## src/logic/e1_rx_status_pkg.sv

```systemverilog
// Constants, field layouts and types shared by the receive status register bank
package e1_rx_status_pkg;

  // Timing
  localparam int unsigned CLK_PERIOD_NS        = 10;
  localparam int unsigned PHASE_REFRESH_US     = 250;
  localparam int unsigned PHASE_REFRESH_CYCLES = (PHASE_REFRESH_US * 1000) / CLK_PERIOD_NS;
  localparam int unsigned LOS_MIN_MS           = 1;
  localparam int unsigned LOS_MIN_CYCLES       =
    (LOS_MIN_MS * 1000000 + CLK_PERIOD_NS - 1) / CLK_PERIOD_NS;
  localparam int          CNT_W                = 17;

  // Host port
  localparam int          ADDR_W            = 8;
  localparam int          DATA_W            = 8;
  localparam logic [7:0]  ADDR_SLIP_PATTERN = 8'h13;
  localparam logic [7:0]  ADDR_BUF_PHASE    = 8'h14;
  localparam logic [7:0]  ADDR_FAS          = 8'h15;
  localparam logic [7:0]  ADDR_LINE         = 8'h16;
  localparam logic [7:0]  ADDR_DEJITTER     = 8'h17;

  // Slip and pattern word
  localparam int SLIP_TOGGLE_BIT  = 7;
  localparam int SLIP_DIR_BIT     = 6;
  localparam int OVER_FRAME_BIT   = 5;
  localparam int AUX_BIT          = 4;
  localparam int FRAME_TOGGLE_BIT = 3;
  localparam int SBD_LSB          = 0;

  // Buffer phase word
  localparam int TS_W   = 5;
  localparam int TS_MSB = TS_W - 1;
  localparam int TS_LSB = 3;
  localparam int BC_W   = 3;
  localparam int BC_LSB = 0;
  localparam int SBD_W  = 3;

  // Line and dejitter words
  localparam int LOS_BIT           = 7;
  localparam int JA_SLOW_BIT       = 7;
  localparam int JA_FAST_BIT       = 6;
  localparam int JA_EMPTY_BIT      = 5;
  localparam int JA_FOUR_USED_BIT  = 4;
  localparam int JA_HALF_BIT       = 3;
  localparam int JA_FOUR_FREE_BIT  = 2;
  localparam int JA_FULL_BIT       = 1;
  localparam int JA_FILL_W         = 6;
  localparam logic [5:0] JA_EMPTY_FILL     = 6'h00;
  localparam logic [5:0] JA_DEPTH_FILL     = 6'h20;
  localparam logic [5:0] JA_HALF_FILL      = 6'h10;
  localparam logic [5:0] JA_MARGIN         = 6'h04;
  localparam logic [5:0] JA_NEAR_FULL_FILL = JA_DEPTH_FILL - JA_MARGIN;

  // Alternating pattern detector
  localparam int         AUX_CNT_W     = 10;
  localparam logic [9:0] AUX_LAST_BIT  = 10'h1FF;
  localparam logic [9:0] AUX_ERR_LIMIT = 10'h004;

  typedef struct packed {
    logic              over;
    logic [TS_W-1:0]   ts;
    logic [BC_W-1:0]   bc;
    logic [SBD_W-1:0]  sbd;
  } phase_word_t;

  typedef enum logic [2:0] {
    LOS_CLEAR  = 3'h1,
    LOS_TIMING = 3'h2,
    LOS_LOST   = 3'h4
  } los_state_t;

endpackage

```

## src/logic/phase_snap_if.sv

```systemverilog
// Carrier for the coherent buffer phase snapshot
`timescale 1ns/1ps
`default_nettype none
interface phase_snap_if;
  e1_rx_status_pkg::phase_word_t word;
  logic                          update;
  modport producer (output word, output update);
  modport consumer (input word, input update);
endinterface
`default_nettype wire

```

## src/logic/phase_snapshot.sv

```systemverilog
// Periodic coherent sampler of the elastic buffer phase word
`timescale 1ns/1ps
`default_nettype none
module phase_snapshot #(
  parameter int unsigned REFRESH_CYCLES = e1_rx_status_pkg::PHASE_REFRESH_CYCLES
) (
  input  wire logic                          core_clk_i,
  input  wire logic                          rst_i,
  input  wire logic                          ce_i,
  input  wire e1_rx_status_pkg::phase_word_t live_word_i,
  phase_snap_if.producer                     snap
);
  localparam int TW = e1_rx_status_pkg::CNT_W;

  typedef struct packed {
    logic [TW-1:0]                 timer;
    e1_rx_status_pkg::phase_word_t word;
    logic                          update;
  } snap_state_t;

  snap_state_t st_r;
  snap_state_t st_nxt;

  ////////////////////////////////////////////////////////////////////////////////
  // One capture of the whole word keeps all fields from the same instant
  always_comb begin
    st_nxt        = st_r;
    st_nxt.update = 1'b0;
    if (st_r.timer == TW'(REFRESH_CYCLES - 1)) begin // RL7
      st_nxt.timer  = '0;
      st_nxt.word   = live_word_i; // RL20
      st_nxt.update = 1'b1;
    end else begin
      st_nxt.timer = st_r.timer + TW'(1);
    end
  end

  always_ff @(posedge core_clk_i) begin
    if (rst_i) begin
      st_r <= '0;
    end else if (ce_i) begin
      st_r <= st_nxt;
    end
  end

  assign snap.word   = st_r.word;
  assign snap.update = st_r.update;
endmodule
`default_nettype wire

```

## src/logic/alt_pattern_detect.sv

```systemverilog
// Alternating one-zero pattern detector over fixed bit windows
`timescale 1ns/1ps
`default_nettype none
module alt_pattern_detect (
  input  wire logic core_clk_i,
  input  wire logic rst_i,
  input  wire logic ce_i,
  input  wire logic bit_i,
  input  wire logic bit_valid_i,
  output logic      seen_o
);
  localparam int CW = e1_rx_status_pkg::AUX_CNT_W;

  typedef struct packed {
    logic          prev_bit;
    logic [CW-1:0] bit_cnt;
    logic [CW-1:0] err_cnt;
    logic          seen;
  } det_state_t;

  det_state_t    st_r;
  det_state_t    st_nxt;
  logic          bit_err;
  logic          win_end;
  logic [CW-1:0] err_total;

  ////////////////////////////////////////////////////////////////////////////////
  // Two equal bits in a row break the alternation; a few are tolerated per window
  // so a line error rate near one in a thousand still holds the flag.
  always_comb begin
    st_nxt    = st_r;
    bit_err   = (bit_i == st_r.prev_bit);
    win_end   = bit_valid_i && (st_r.bit_cnt == e1_rx_status_pkg::AUX_LAST_BIT);
    err_total = st_r.err_cnt + CW'(bit_err);
    if (bit_valid_i) begin
      st_nxt.prev_bit = bit_i;
      if (win_end) begin
        st_nxt.bit_cnt = '0;
        st_nxt.err_cnt = '0;
        st_nxt.seen    = (err_total <= e1_rx_status_pkg::AUX_ERR_LIMIT); // RL4
      end else begin
        st_nxt.bit_cnt = st_r.bit_cnt + CW'(1);
        st_nxt.err_cnt = err_total;
      end
    end
  end

  always_ff @(posedge core_clk_i) begin
    if (rst_i) begin
      st_r <= '0;
    end else if (ce_i) begin
      st_r <= st_nxt;
    end
  end

  assign seen_o = st_r.seen;
endmodule
`default_nettype wire

```

## src/logic/e1_rx_status_regs.sv

```systemverilog
// Receive status register bank: slips, buffer phase, alignment capture, loss, dejitter
// Notes on behaviour
// RL1: Each controlled frame slip inverts the slip event toggle bit.
// RL2: Slip direction is one for a repeated frame, zero for a lost frame.
// RL3: Bit 5 shows one when buffer delay exceeds one frame.
// RL4: Alternating pattern flag after 512 alternating bits, tolerant of sparse errors.
// RL5: Frame offset toggle flips when timeslot count MSB falls.
// RL6: Three sub-bit depth bits weight one, half and eighth clock.
// RL7: Five-bit timeslot offset count, refreshed every 250 us.
// RL8: Three-bit bit offset count, refreshed with the timeslot count.
// RL9: First alignment signal bit captured into bit 7.
// RL10: Alignment signal bits two to eight captured into bits 6 to 0.
// RL11: Loss flag after signal below threshold for 1 ms; clears otherwise.
// RL12: Slow flag while dejittered clock is stretched.
// RL13: Fast flag while dejittered clock is shortened.
// RL14: Empty flag when the dejitter FIFO holds nothing.
// RL15: Flag when at least four dejitter FIFO locations are used.
// RL16: Flag when the dejitter FIFO is at least half full.
// RL17: Flag when at most four dejitter FIFO locations are free.
// RL18: Full flag when every dejitter FIFO location is used.
// RL19: All words read-only; writes ignored; unused bits read zero.
// RL20: Phase fields are sampled together in one coherent update.
`timescale 1ns/1ps
`default_nettype none
module e1_rx_status_regs #(
  parameter int unsigned PHASE_REFRESH_CYCLES = e1_rx_status_pkg::PHASE_REFRESH_CYCLES,
  parameter int unsigned LOS_MIN_CYCLES       = e1_rx_status_pkg::LOS_MIN_CYCLES
) (
  input  wire logic                                      core_clk_i,
  input  wire logic                                      rst_i,
  input  wire logic                                      ce_i,
  input  wire logic                                      cs_i,
  input  wire logic                                      rd_i,
  input  wire logic                                      wr_i,
  input  wire logic [e1_rx_status_pkg::ADDR_W-1:0]       addr_i,
  output logic      [e1_rx_status_pkg::DATA_W-1:0]       rdata_o,
  output logic                                           ack_o,
  input  wire logic                                      slip_i,
  input  wire logic                                      slip_repeat_i,
  input  wire logic                                      buf_over_frame_i,
  input  wire logic [e1_rx_status_pkg::TS_W-1:0]         buf_ts_i,
  input  wire logic [e1_rx_status_pkg::BC_W-1:0]         buf_bc_i,
  input  wire logic [e1_rx_status_pkg::SBD_W-1:0]        buf_sbd_i,
  input  wire logic                                      rx_bit_i,
  input  wire logic                                      rx_bit_valid_i,
  input  wire logic [e1_rx_status_pkg::DATA_W-1:0]       fas_byte_i,
  input  wire logic                                      fas_strobe_i,
  input  wire logic                                      below_threshold_i,
  input  wire logic                                      ja_clk_slow_i,
  input  wire logic                                      ja_clk_fast_i,
  input  wire logic [e1_rx_status_pkg::JA_FILL_W-1:0]    ja_fill_i
);
  localparam int CW = e1_rx_status_pkg::CNT_W;
  localparam int DW = e1_rx_status_pkg::DATA_W;

  typedef struct packed {
    logic                          slip_toggle;
    logic                          slip_dir;
    logic                          frame_toggle;
    logic                          prev_ts_msb;
    logic [DW-1:0]                 fas_byte;
    e1_rx_status_pkg::los_state_t  los_state;
    logic [CW-1:0]                 los_cnt;
    logic                          ja_slow;
    logic                          ja_fast;
    logic                          ja_empty;
    logic                          ja_four_used;
    logic                          ja_half;
    logic                          ja_four_free;
    logic                          ja_full;
    logic [DW-1:0]                 rdata;
    logic                          ack;
  } regs_t;

  localparam regs_t REGS_RESET = '{los_state: e1_rx_status_pkg::LOS_CLEAR, default: '0};

  regs_t                         st_r;
  regs_t                         st_nxt;
  logic [DW-1:0]                 read_byte;
  logic                          aux_seen;
  e1_rx_status_pkg::phase_word_t live_word;

  phase_snap_if snap_if ();

  ////////////////////////////////////////////////////////////////////////////////
  assign live_word = '{over: buf_over_frame_i, ts: buf_ts_i, bc: buf_bc_i, sbd: buf_sbd_i};

  phase_snapshot #(
    .REFRESH_CYCLES (PHASE_REFRESH_CYCLES)
  ) u_phase_snapshot (
    .core_clk_i  (core_clk_i),
    .rst_i       (rst_i),
    .ce_i        (ce_i),
    .live_word_i (live_word),
    .snap        (snap_if.producer)
  );

  alt_pattern_detect u_alt_pattern_detect (
    .core_clk_i  (core_clk_i),
    .rst_i       (rst_i),
    .ce_i        (ce_i),
    .bit_i       (rx_bit_i),
    .bit_valid_i (rx_bit_valid_i),
    .seen_o      (aux_seen)
  );

  ////////////////////////////////////////////////////////////////////////////////
  always_comb begin
    st_nxt    = st_r;
    read_byte = '0;

    // Slip reporting
    if (slip_i) begin
      st_nxt.slip_toggle = !st_r.slip_toggle; // RL1
      st_nxt.slip_dir    = slip_repeat_i; // RL2
    end

    // Frame toggle follows the sampled count, so it moves only at refreshes
    if (snap_if.update) begin
      st_nxt.prev_ts_msb = snap_if.word.ts[e1_rx_status_pkg::TS_MSB];
      if (st_r.prev_ts_msb && !snap_if.word.ts[e1_rx_status_pkg::TS_MSB]) begin
        st_nxt.frame_toggle = !st_r.frame_toggle; // RL5
      end
    end

    // Alignment signal capture, first received bit in the top position
    if (fas_strobe_i) begin
      st_nxt.fas_byte = fas_byte_i; // RL9 RL10
    end

    // Loss of signal qualification
    case (st_r.los_state)
      e1_rx_status_pkg::LOS_CLEAR: begin
        if (below_threshold_i) begin
          st_nxt.los_state = e1_rx_status_pkg::LOS_TIMING;
          st_nxt.los_cnt   = CW'(1);
        end
      end
      e1_rx_status_pkg::LOS_TIMING: begin
        if (!below_threshold_i) begin
          st_nxt.los_state = e1_rx_status_pkg::LOS_CLEAR;
          st_nxt.los_cnt   = '0;
        end else if (st_r.los_cnt == CW'(LOS_MIN_CYCLES - 1)) begin
          st_nxt.los_state = e1_rx_status_pkg::LOS_LOST; // RL11
        end else begin
          st_nxt.los_cnt = st_r.los_cnt + CW'(1);
        end
      end
      e1_rx_status_pkg::LOS_LOST: begin
        if (!below_threshold_i) begin
          st_nxt.los_state = e1_rx_status_pkg::LOS_CLEAR; // RL11
          st_nxt.los_cnt   = '0;
        end
      end
      default: begin
        st_nxt.los_state = e1_rx_status_pkg::LOS_CLEAR;
        st_nxt.los_cnt   = '0;
      end
    endcase

    // Dejitter FIFO flags, one cycle behind the fill level
    st_nxt.ja_slow      = ja_clk_slow_i; // RL12
    st_nxt.ja_fast      = ja_clk_fast_i; // RL13
    st_nxt.ja_empty     = (ja_fill_i == e1_rx_status_pkg::JA_EMPTY_FILL); // RL14
    st_nxt.ja_four_used = (ja_fill_i >= e1_rx_status_pkg::JA_MARGIN); // RL15
    st_nxt.ja_half      = (ja_fill_i >= e1_rx_status_pkg::JA_HALF_FILL); // RL16
    st_nxt.ja_four_free = (ja_fill_i >= e1_rx_status_pkg::JA_NEAR_FULL_FILL); // RL17
    st_nxt.ja_full      = (ja_fill_i >= e1_rx_status_pkg::JA_DEPTH_FILL); // RL18

    // Read decode; unused positions and unmapped addresses stay zero
    case (addr_i)
      e1_rx_status_pkg::ADDR_SLIP_PATTERN: begin
        read_byte[e1_rx_status_pkg::SLIP_TOGGLE_BIT]  = st_r.slip_toggle;
        read_byte[e1_rx_status_pkg::SLIP_DIR_BIT]     = st_r.slip_dir;
        read_byte[e1_rx_status_pkg::OVER_FRAME_BIT]   = snap_if.word.over; // RL3
        read_byte[e1_rx_status_pkg::AUX_BIT]          = aux_seen;
        read_byte[e1_rx_status_pkg::FRAME_TOGGLE_BIT] = st_r.frame_toggle;
        read_byte[e1_rx_status_pkg::SBD_LSB +: e1_rx_status_pkg::SBD_W] =
          snap_if.word.sbd; // RL6
      end
      e1_rx_status_pkg::ADDR_BUF_PHASE: begin
        read_byte[e1_rx_status_pkg::TS_LSB +: e1_rx_status_pkg::TS_W] = snap_if.word.ts; // RL7
        read_byte[e1_rx_status_pkg::BC_LSB +: e1_rx_status_pkg::BC_W] = snap_if.word.bc; // RL8
      end
      e1_rx_status_pkg::ADDR_FAS: begin
        read_byte = st_r.fas_byte;
      end
      e1_rx_status_pkg::ADDR_LINE: begin
        read_byte[e1_rx_status_pkg::LOS_BIT] =
          (st_r.los_state == e1_rx_status_pkg::LOS_LOST);
      end
      e1_rx_status_pkg::ADDR_DEJITTER: begin
        read_byte[e1_rx_status_pkg::JA_SLOW_BIT]      = st_r.ja_slow;
        read_byte[e1_rx_status_pkg::JA_FAST_BIT]      = st_r.ja_fast;
        read_byte[e1_rx_status_pkg::JA_EMPTY_BIT]     = st_r.ja_empty;
        read_byte[e1_rx_status_pkg::JA_FOUR_USED_BIT] = st_r.ja_four_used;
        read_byte[e1_rx_status_pkg::JA_HALF_BIT]      = st_r.ja_half;
        read_byte[e1_rx_status_pkg::JA_FOUR_FREE_BIT] = st_r.ja_four_free;
        read_byte[e1_rx_status_pkg::JA_FULL_BIT]      = st_r.ja_full;
      end
      default: begin
        read_byte = '0;
      end
    endcase

    // Writes are acknowledged but change nothing
    st_nxt.ack = cs_i && (rd_i || wr_i); // RL19
    if (cs_i && rd_i) begin
      st_nxt.rdata = read_byte;
    end
  end

  always_ff @(posedge core_clk_i) begin
    if (rst_i) begin
      st_r <= REGS_RESET;
    end else if (ce_i) begin
      st_r <= st_nxt;
    end
  end

  assign rdata_o = st_r.rdata;
  assign ack_o   = st_r.ack;
endmodule
`default_nettype wire

```

## config.mk

```make
export PLATFORM = sky130hd
export DESIGN_NAME = e1_rx_status_regs
export DESIGN_NICKNAME = d
export VERILOG_FILES = /design/src/logic/e1_rx_status_pkg.sv /design/src/logic/phase_snap_if.sv /design/src/logic/phase_snapshot.sv /design/src/logic/alt_pattern_detect.sv /design/src/logic/e1_rx_status_regs.sv
export SDC_FILE = /design/constraint.sdc
export NUM_CORES = 1
export LEC_CHECK = 0
export ABC_CLOCK_PERIOD_IN_PS = 2320
export BUFFER_PORTS_ARGS = -buffer_cell sky130_fd_sc_hd__buf_2
export CORE_MARGIN = 3
export CORE_UTILIZATION = 58
export DETAILED_ROUTE_END_ITERATION = 10
export PLACE_DENSITY = 0.85
export SLEW_MARGIN = 0
export SYNTH_ARGS = -nofsm -noshare
export SYNTH_HDL_FRONTEND = slang
export SYNTH_SLANG_ARGS = --single-unit
```

## constraint.sdc

```tcl
create_clock -name core_clk_i -period 2.32 [get_ports core_clk_i]
set_input_delay 0.116 -clock core_clk_i [delete_from_list [all_inputs] [get_ports core_clk_i]]
set_output_delay 0.116 -clock core_clk_i [all_outputs]
set_load 0.005 [all_outputs]
```

== Yosys cells after proc, flatten, opt, wreduce, memory -nomap -nowiden ==
Cells that the tools add are included.
Cells by class
  add/subtract/negate cells: 4
  $mul: 0
  divide/modulo/power cells: 0
  magnitude comparators: 5
  equality and inequality tests: 16
  shift operators: 0
  multiplexer cells: 12
  bitwise logic cells: 0
  reductions and logical operators: 19
Operators by type and width (count)
  $mux W20: 4
  $pmux W20 S3: 1
  $eq A8 B5 Y1 const B: 5
  $add A17 B1 Y17 const B: 2
  $mux W17: 2
  $pmux W6 S4: 1
  $eq A17 B15 Y1 const B: 1
  $eq A17 B17 Y1 const B: 1
  $ge A6 B5 Y1 const B: 2
  $reduce_and A2 Y1: 6
  $add A10 B1 Y10: 1
  $add A10 B1 Y10 const B: 1
  $eq A10 B9 Y1 const B: 1
  $le A10 B3 Y1 const B: 1
  $reduce_and A4 Y1: 2
  $ge A6 B3 Y1 const B: 1
  $ge A6 B6 Y1 const B: 1
  $logic_not A6 Y1: 1
  $ne A3 B3 Y1 const B: 2
  $reduce_and A3 Y1: 2
  $pmux W1 S5: 1
  $logic_and A1 B1 Y1: 4
  $ne A2 B2 Y1 const B: 2
  $eq A3 B1 Y1 const B: 1
  8 further kinds: 10
Storage, ports and cells
  register bits after elaboration: 100
  latch bits: 0
  bits in writable memories: 0
  ROM bits: 0
  bits of input ports: 48
  memories: 0

== Logic depth before layout (Yosys ltp) ==
  depth after elaboration: 4
  gate-level depth with buffers: 8

== By module ==
From an unflattened synthesis, not the netlist that was laid out.
Unflattened totals
  cell total of the unflattened synthesis: 607
  area total of the unflattened synthesis: 5104.9 sq um
By module, submodules not included
  e1_rx_status_regs: times used 1, cells each 302, area an instance 2560.0 sq um, sequential area each 960.9 sq um
  phase_snapshot: times used 1, cells each 165, area an instance 1415.1 sq um, sequential area each 600.6 sq um
  alt_pattern_detect: times used 1, cells each 140, area an instance 1129.8 sq um, sequential area each 440.4 sq um

== Least setup slack after synthesis ==
Ideal clock, no wire load.
  path kind: reg2reg
  start point: reg st_r[24] (netlist name)
  end point: reg st_r[16] (netlist name)
  library setup time: 0.128 ns
  arrival: 1.820 ns
  data required time: 2.192 ns
  path slack: 0.372 ns
  cell stages (with the launch flop): 6
  clock period less this slack: 1.948 ns
  path through: dfxtp_1 -> or4_4 -> or4_4 -> and3_4 -> o21ai_1 -> o41ai_2
Between the ends
  longest elaborated chain between the ends: 3
RTL lines
  start: declaration: RTL line e1_rx_status_regs.sv:77  | regs_t st_r;
  start signal: assignment: RTL line e1_rx_status_regs.sv:217  | st_r <= st_nxt;
  $eq A17 B17 Y1: RTL line e1_rx_status_regs.sv:143  | end else if (st_r.los_cnt == CW'(LOS_MIN_CYCLES - 1)) begin
  $ne A3 B3 Y1 (no line)
  $reduce_and A4 Y1 (no line)
No other way between the ends.
A chain may end at the register's enable or synchronous reset.

== Worst setup path after layout ==
  start point: reg st_r[16] (netlist name)
  end point: reg st_r[28] (netlist name)
Between the ends
  longest elaborated chain between the ends: 4
  elaborated cells on any way between the ends: 7
  those cells by class: add/sub (1); eq/ne (2); mux (3); reduce/logical (1)
RTL lines
  $add A17 B1 Y17: RTL line e1_rx_status_regs.sv:146  | st_nxt.los_cnt = st_r.los_cnt + CW'(1);
  $mux W17: RTL line e1_rx_status_regs.sv:143
  $mux W20: RTL line e1_rx_status_regs.sv:140  | if (!below_threshold_i) begin
  $pmux W20 S3: RTL line e1_rx_status_regs.sv:132  | case (st_r.los_state)
Parallel ways exist; a longest one is shown, timed or not. The select of a mux whose other input is x is not followed.

==> qor.log <==
[synth] share of synthesized flip-flops with an asynchronous set or reset 0
[synth] synth warn 0
[sta] aggregate negative setup slack 0 ns
[die] Cell Rows 32
[clock_tree] Root Buffer sky130_fd_sc_hd__clkbuf_8
[sta] transition time at the pin with the least slew margin 0.750 ns
[place] worst slack after detailed placement 0.215 ns
[worst_setup_path] category of the worst setup path capture point flip-flop
[worst_setup_path] Worst Path Arrival 2.45 ns
[sta] Rel. slew slack 0.499
[sta] final worst path period share 0.932
[worst_setup_path] data required time of the critical path 2.61 ns
[place] final weighted congestion of routability-driven global placement 0.885
[die] horizontal die dimension 96.6 um
[worst_hold_path] class of the tightest hold or removal check in -> reg
[flow_run] number of maximum-capacitance constraint violations 0
[power_and_ir_drop] leak pwr 2.12 nW
[synth] Seq/Total Area, Yosys 0.421
[route] drt wl/cell 14.9 um
[clock_tree] clock tree from TritonCTS yes
[sta] final-layout worst hold slack 0.0118 ns
[clock_tree] TritonCTS buffer count 9
[sta] total count of hold-check failures in the final report 0
[place] count of buffers from port buffering 56
[clock_tree] PostCTS Resize Cnt 0
[cells_and_area] share of post-route cells with drive strength above 1 0.164
[synth] Primary FF master, synth sky130_fd_sc_hd__dfxtp_1
[run_status] status complete, no violations
[synth] number of synthesized flops with an enable pin 0
[global_route] number of antenna violations at the first check in global routing 0
[synth] FF+latch count, synth 100
[route] Total Routed Length 10.5 mm
[sta] slack of the critical path 0.159 ns
[synth] netlist area before placement 4760 sq um
[synth] Syn Area/Cell 8.68 sq um
[place] instance area at placement 5040 sq um
[cells_and_area] Final Util 0.681
[worst_setup_path] Setup crit start kind flip-flop
[sta] maximum operating frequency 463 MHz
[global_route] gr ovfl total 0
[sta] Max Transition Viols Final 0
[place] detailed-placement wirelength estimate 7.27 mm
[synth] synthesized instance count 548
[die] starting utilization of the core area 0.606
[die] die area 9320 sq um
[sta] setup repair after global routing missed its margin no
[route] count of routing violations after the opening detailed-route iteration 269
[global_route] global-route wire length before repair 17.4 mm
[power_and_ir_drop] power after layout 3.04 mW
[die] Placeable Area 7850 sq um
[die] vertical die dimension 96.6 um
[clock_tree] CTS clock-pin slew for the worst setup and hold paths 0.10 ns
[route] via density per instance 5.84
[global_route] maximum number of pins on one net before global-route repair 27
[power_and_ir_drop] Cell Pwr Density 569 nW/um^2
[power_and_ir_drop] peak ir drop on the vdd network 369 uV
[sta] Final Critical Period 2.16 ns
[synth] number of distinct library cells after synthesis 61
[sta] Setup Skew 0.0100 ns
[cells_and_area] Final Net Count 651
[synth] number of nets produced by synthesis 601
[cells_and_area] number of standard cells in the final layout excluding fillers 706
[route] DRT antenna net count 0
[clock_tree] number of sinks handled by clock tree synthesis 100
[clock_tree] post-CTS setup buffers 0
[worst_setup_path] critical-path maximum fanout 12
[clock_tree] number of levels the H-tree was split into 3
[clock_tree] buffers from clock root to sink, at most 2
[route] Pre-Repair DR Iteration Count 5
[cells_and_area] final non-filler cell area 5350 sq um
[route] vias 4126
[worst_setup_path] Setup Crit Path Kind reg -> reg
[die] Ports 57
[clock_tree] hold-fix buffer count after cts 13
[cells_and_area] area grow syn2layout 12.4%
[global_route] via count of the first global-routing pass 3914
[sta] Final setup viols 0
[clock_tree] Clock Latency Late Sink 0.36 ns
[route] count of unresolved DRC violations after routing 0
[global_route] aggregate global-route resource usage 0.234
[place] Inst Count DP 676
## cell usage after synthesis, types with 5 or more instances
| cell | n | area share |
|---|---|---|
| sky130_fd_sc_hd__clkbuf_1 | 19 | 0.015 |
| sky130_fd_sc_hd__xnor2_1 | 18 | 0.033 |
| sky130_fd_sc_hd__a21oi_1 | 26 | 0.027 |
| sky130_fd_sc_hd__nand3b_1 | 5 | 0.0079 |
| sky130_fd_sc_hd__buf_2 | 7 | 0.0074 |
| sky130_fd_sc_hd__nand2_1 | 40 | 0.032 |
| sky130_fd_sc_hd__and3_1 | 6 | 0.0079 |
| sky130_fd_sc_hd__o21ai_1 | 5 | 0.0053 |
| sky130_fd_sc_hd__or3_1 | 6 | 0.0079 |
| sky130_fd_sc_hd__nand3_1 | 28 | 0.029 |
| sky130_fd_sc_hd__a222oi_1 | 6 | 0.013 |
| sky130_fd_sc_hd__nand4_1 | 15 | 0.020 |
| sky130_fd_sc_hd__nand2b_1 | 8 | 0.011 |
| sky130_fd_sc_hd__mux2i_1 | 21 | 0.044 |
| sky130_fd_sc_hd__xor2_1 | 22 | 0.041 |
| sky130_fd_sc_hd__nor4_1 | 6 | 0.0079 |
| sky130_fd_sc_hd__nor2_1 | 82 | 0.065 |
| sky130_fd_sc_hd__a22o_1 | 14 | 0.026 |
| sky130_fd_sc_hd__nor3_1 | 8 | 0.0084 |
| sky130_fd_sc_hd__ha_1 | 5 | 0.013 |
| sky130_fd_sc_hd__dfxtp_1 | 100 | 0.42 |
| sky130_fd_sc_hd__inv_1 | 12 | 0.0095 |
| sky130_fd_sc_hd__buf_4 | 9 | 0.014 |
| sky130_fd_sc_hd__a22oi_1 | 10 | 0.016 |
## worst paths after layout
check,startpoint,endpoint,slack (ns),cells after the start
worst max-delay path,st_r[16],st_r[28],0.16,6
worst min-delay path,fas_byte_i[2],st_r[38],0.01,3
worst max register to register,st_r[16],st_r[28],0.16,6
worst min register to register,st_r[39],st_r[39],0.46,2
## cells by family (layout without fill, tap and decap cells)
family | Yosys count | count (layout) | share of synthesized area
xor gates and xnor gates | 40 | 40 | 0.0736
DFF | 100 | 100 | 0.421
and+or+nand+nor | 240 | 240 | 0.260
buffers and inverters | 51 | 106 | 0.0508
adders and majority gates | 5 | 5 | 0.0132
AOI/OAI and AO/OA | 90 | 90 | 0.135
muxes | 22 | 22 | 0.0466
other | 0 | 1 | 0
## power breakdown
part | internal (mW) | switching (mW)
logic | 0.116 | 0.144
registers | 1.75 | 0.0249
clock network | 0.422 | 0.591
total | 2.28 | 0.760
## state kept, by name (all words and copies together), names as in the netlist
register,cells
u_alt_pattern_detect.st_r,21
ack_o,1
u_phase_snapshot.snap.word,12
u_phase_snapshot.snap.update,1
rdata_o,8
u_phase_snapshot.st_r,17
u_alt_pattern_detect.seen_o,1
st_r,39
## per-layer routing
layer,wire [um],vias to the layer above,global-route usage
li1,-,2046,-
met1,4580,1952,0.293
met2,5270,113,0.395
met3,515,15,0.0473
met4,147,0,0.0900
met5,0,-,0
## cell type report
| class | instances | area (sq um) |
|---|---|---|
| Clock buffer | 11 | 141 |
| Fill cell | 656 | 2500 |
| Multi-Input combinational cell | 397 | 2510 |
| Timing Repair Buffer | 78 | 478 |
| Inverter | 12 | 45.0 |
| Clock inverter | 5 | 35.0 |
| Antenna cell | 1 | 2.50 |
| Tap cell | 102 | 128 |
| Sequential cell | 100 | 2000 |
## critical path, stage by stage, from the launching register on
cell                      delay (ns)
sky130_fd_sc_hd__dfxtp_1        0.35
sky130_fd_sc_hd__ha_1           0.23
sky130_fd_sc_hd__nand4_1        0.18
sky130_fd_sc_hd__or4_4          0.19
sky130_fd_sc_hd__nand4_2        0.27
sky130_fd_sc_hd__or4_2          0.71
sky130_fd_sc_hd__a21oi_1        0.16
## cell usage in the layout (no fill, tap or decap), types with 5 or more instances in the layout
master / instances
sky130_fd_sc_hd__and3_1: 6
sky130_fd_sc_hd__nand3_1: 28
sky130_fd_sc_hd__mux2i_1: 21
sky130_fd_sc_hd__or3_1: 6
sky130_fd_sc_hd__nor2_1: 82
sky130_fd_sc_hd__nor4_1: 6
sky130_fd_sc_hd__xor2_1: 22
sky130_fd_sc_hd__buf_4: 9
sky130_fd_sc_hd__ha_1: 5
sky130_fd_sc_hd__dlygate4sd3_1: 13
sky130_fd_sc_hd__a22oi_1: 10
sky130_fd_sc_hd__o21ai_1: 5
sky130_fd_sc_hd__a21oi_1: 26
sky130_fd_sc_hd__xnor2_1: 18
sky130_fd_sc_hd__nand3b_1: 5
sky130_fd_sc_hd__dfxtp_1: 100
sky130_fd_sc_hd__a222oi_1: 6
sky130_fd_sc_hd__inv_1: 12
sky130_fd_sc_hd__clkbuf_8: 10
sky130_fd_sc_hd__a22o_1: 14
sky130_fd_sc_hd__nand2_1: 40
sky130_fd_sc_hd__nand4_1: 15
sky130_fd_sc_hd__nor3_1: 8
sky130_fd_sc_hd__nand2b_1: 8
sky130_fd_sc_hd__buf_2: 56
Power figures use the tool's default switching activity.
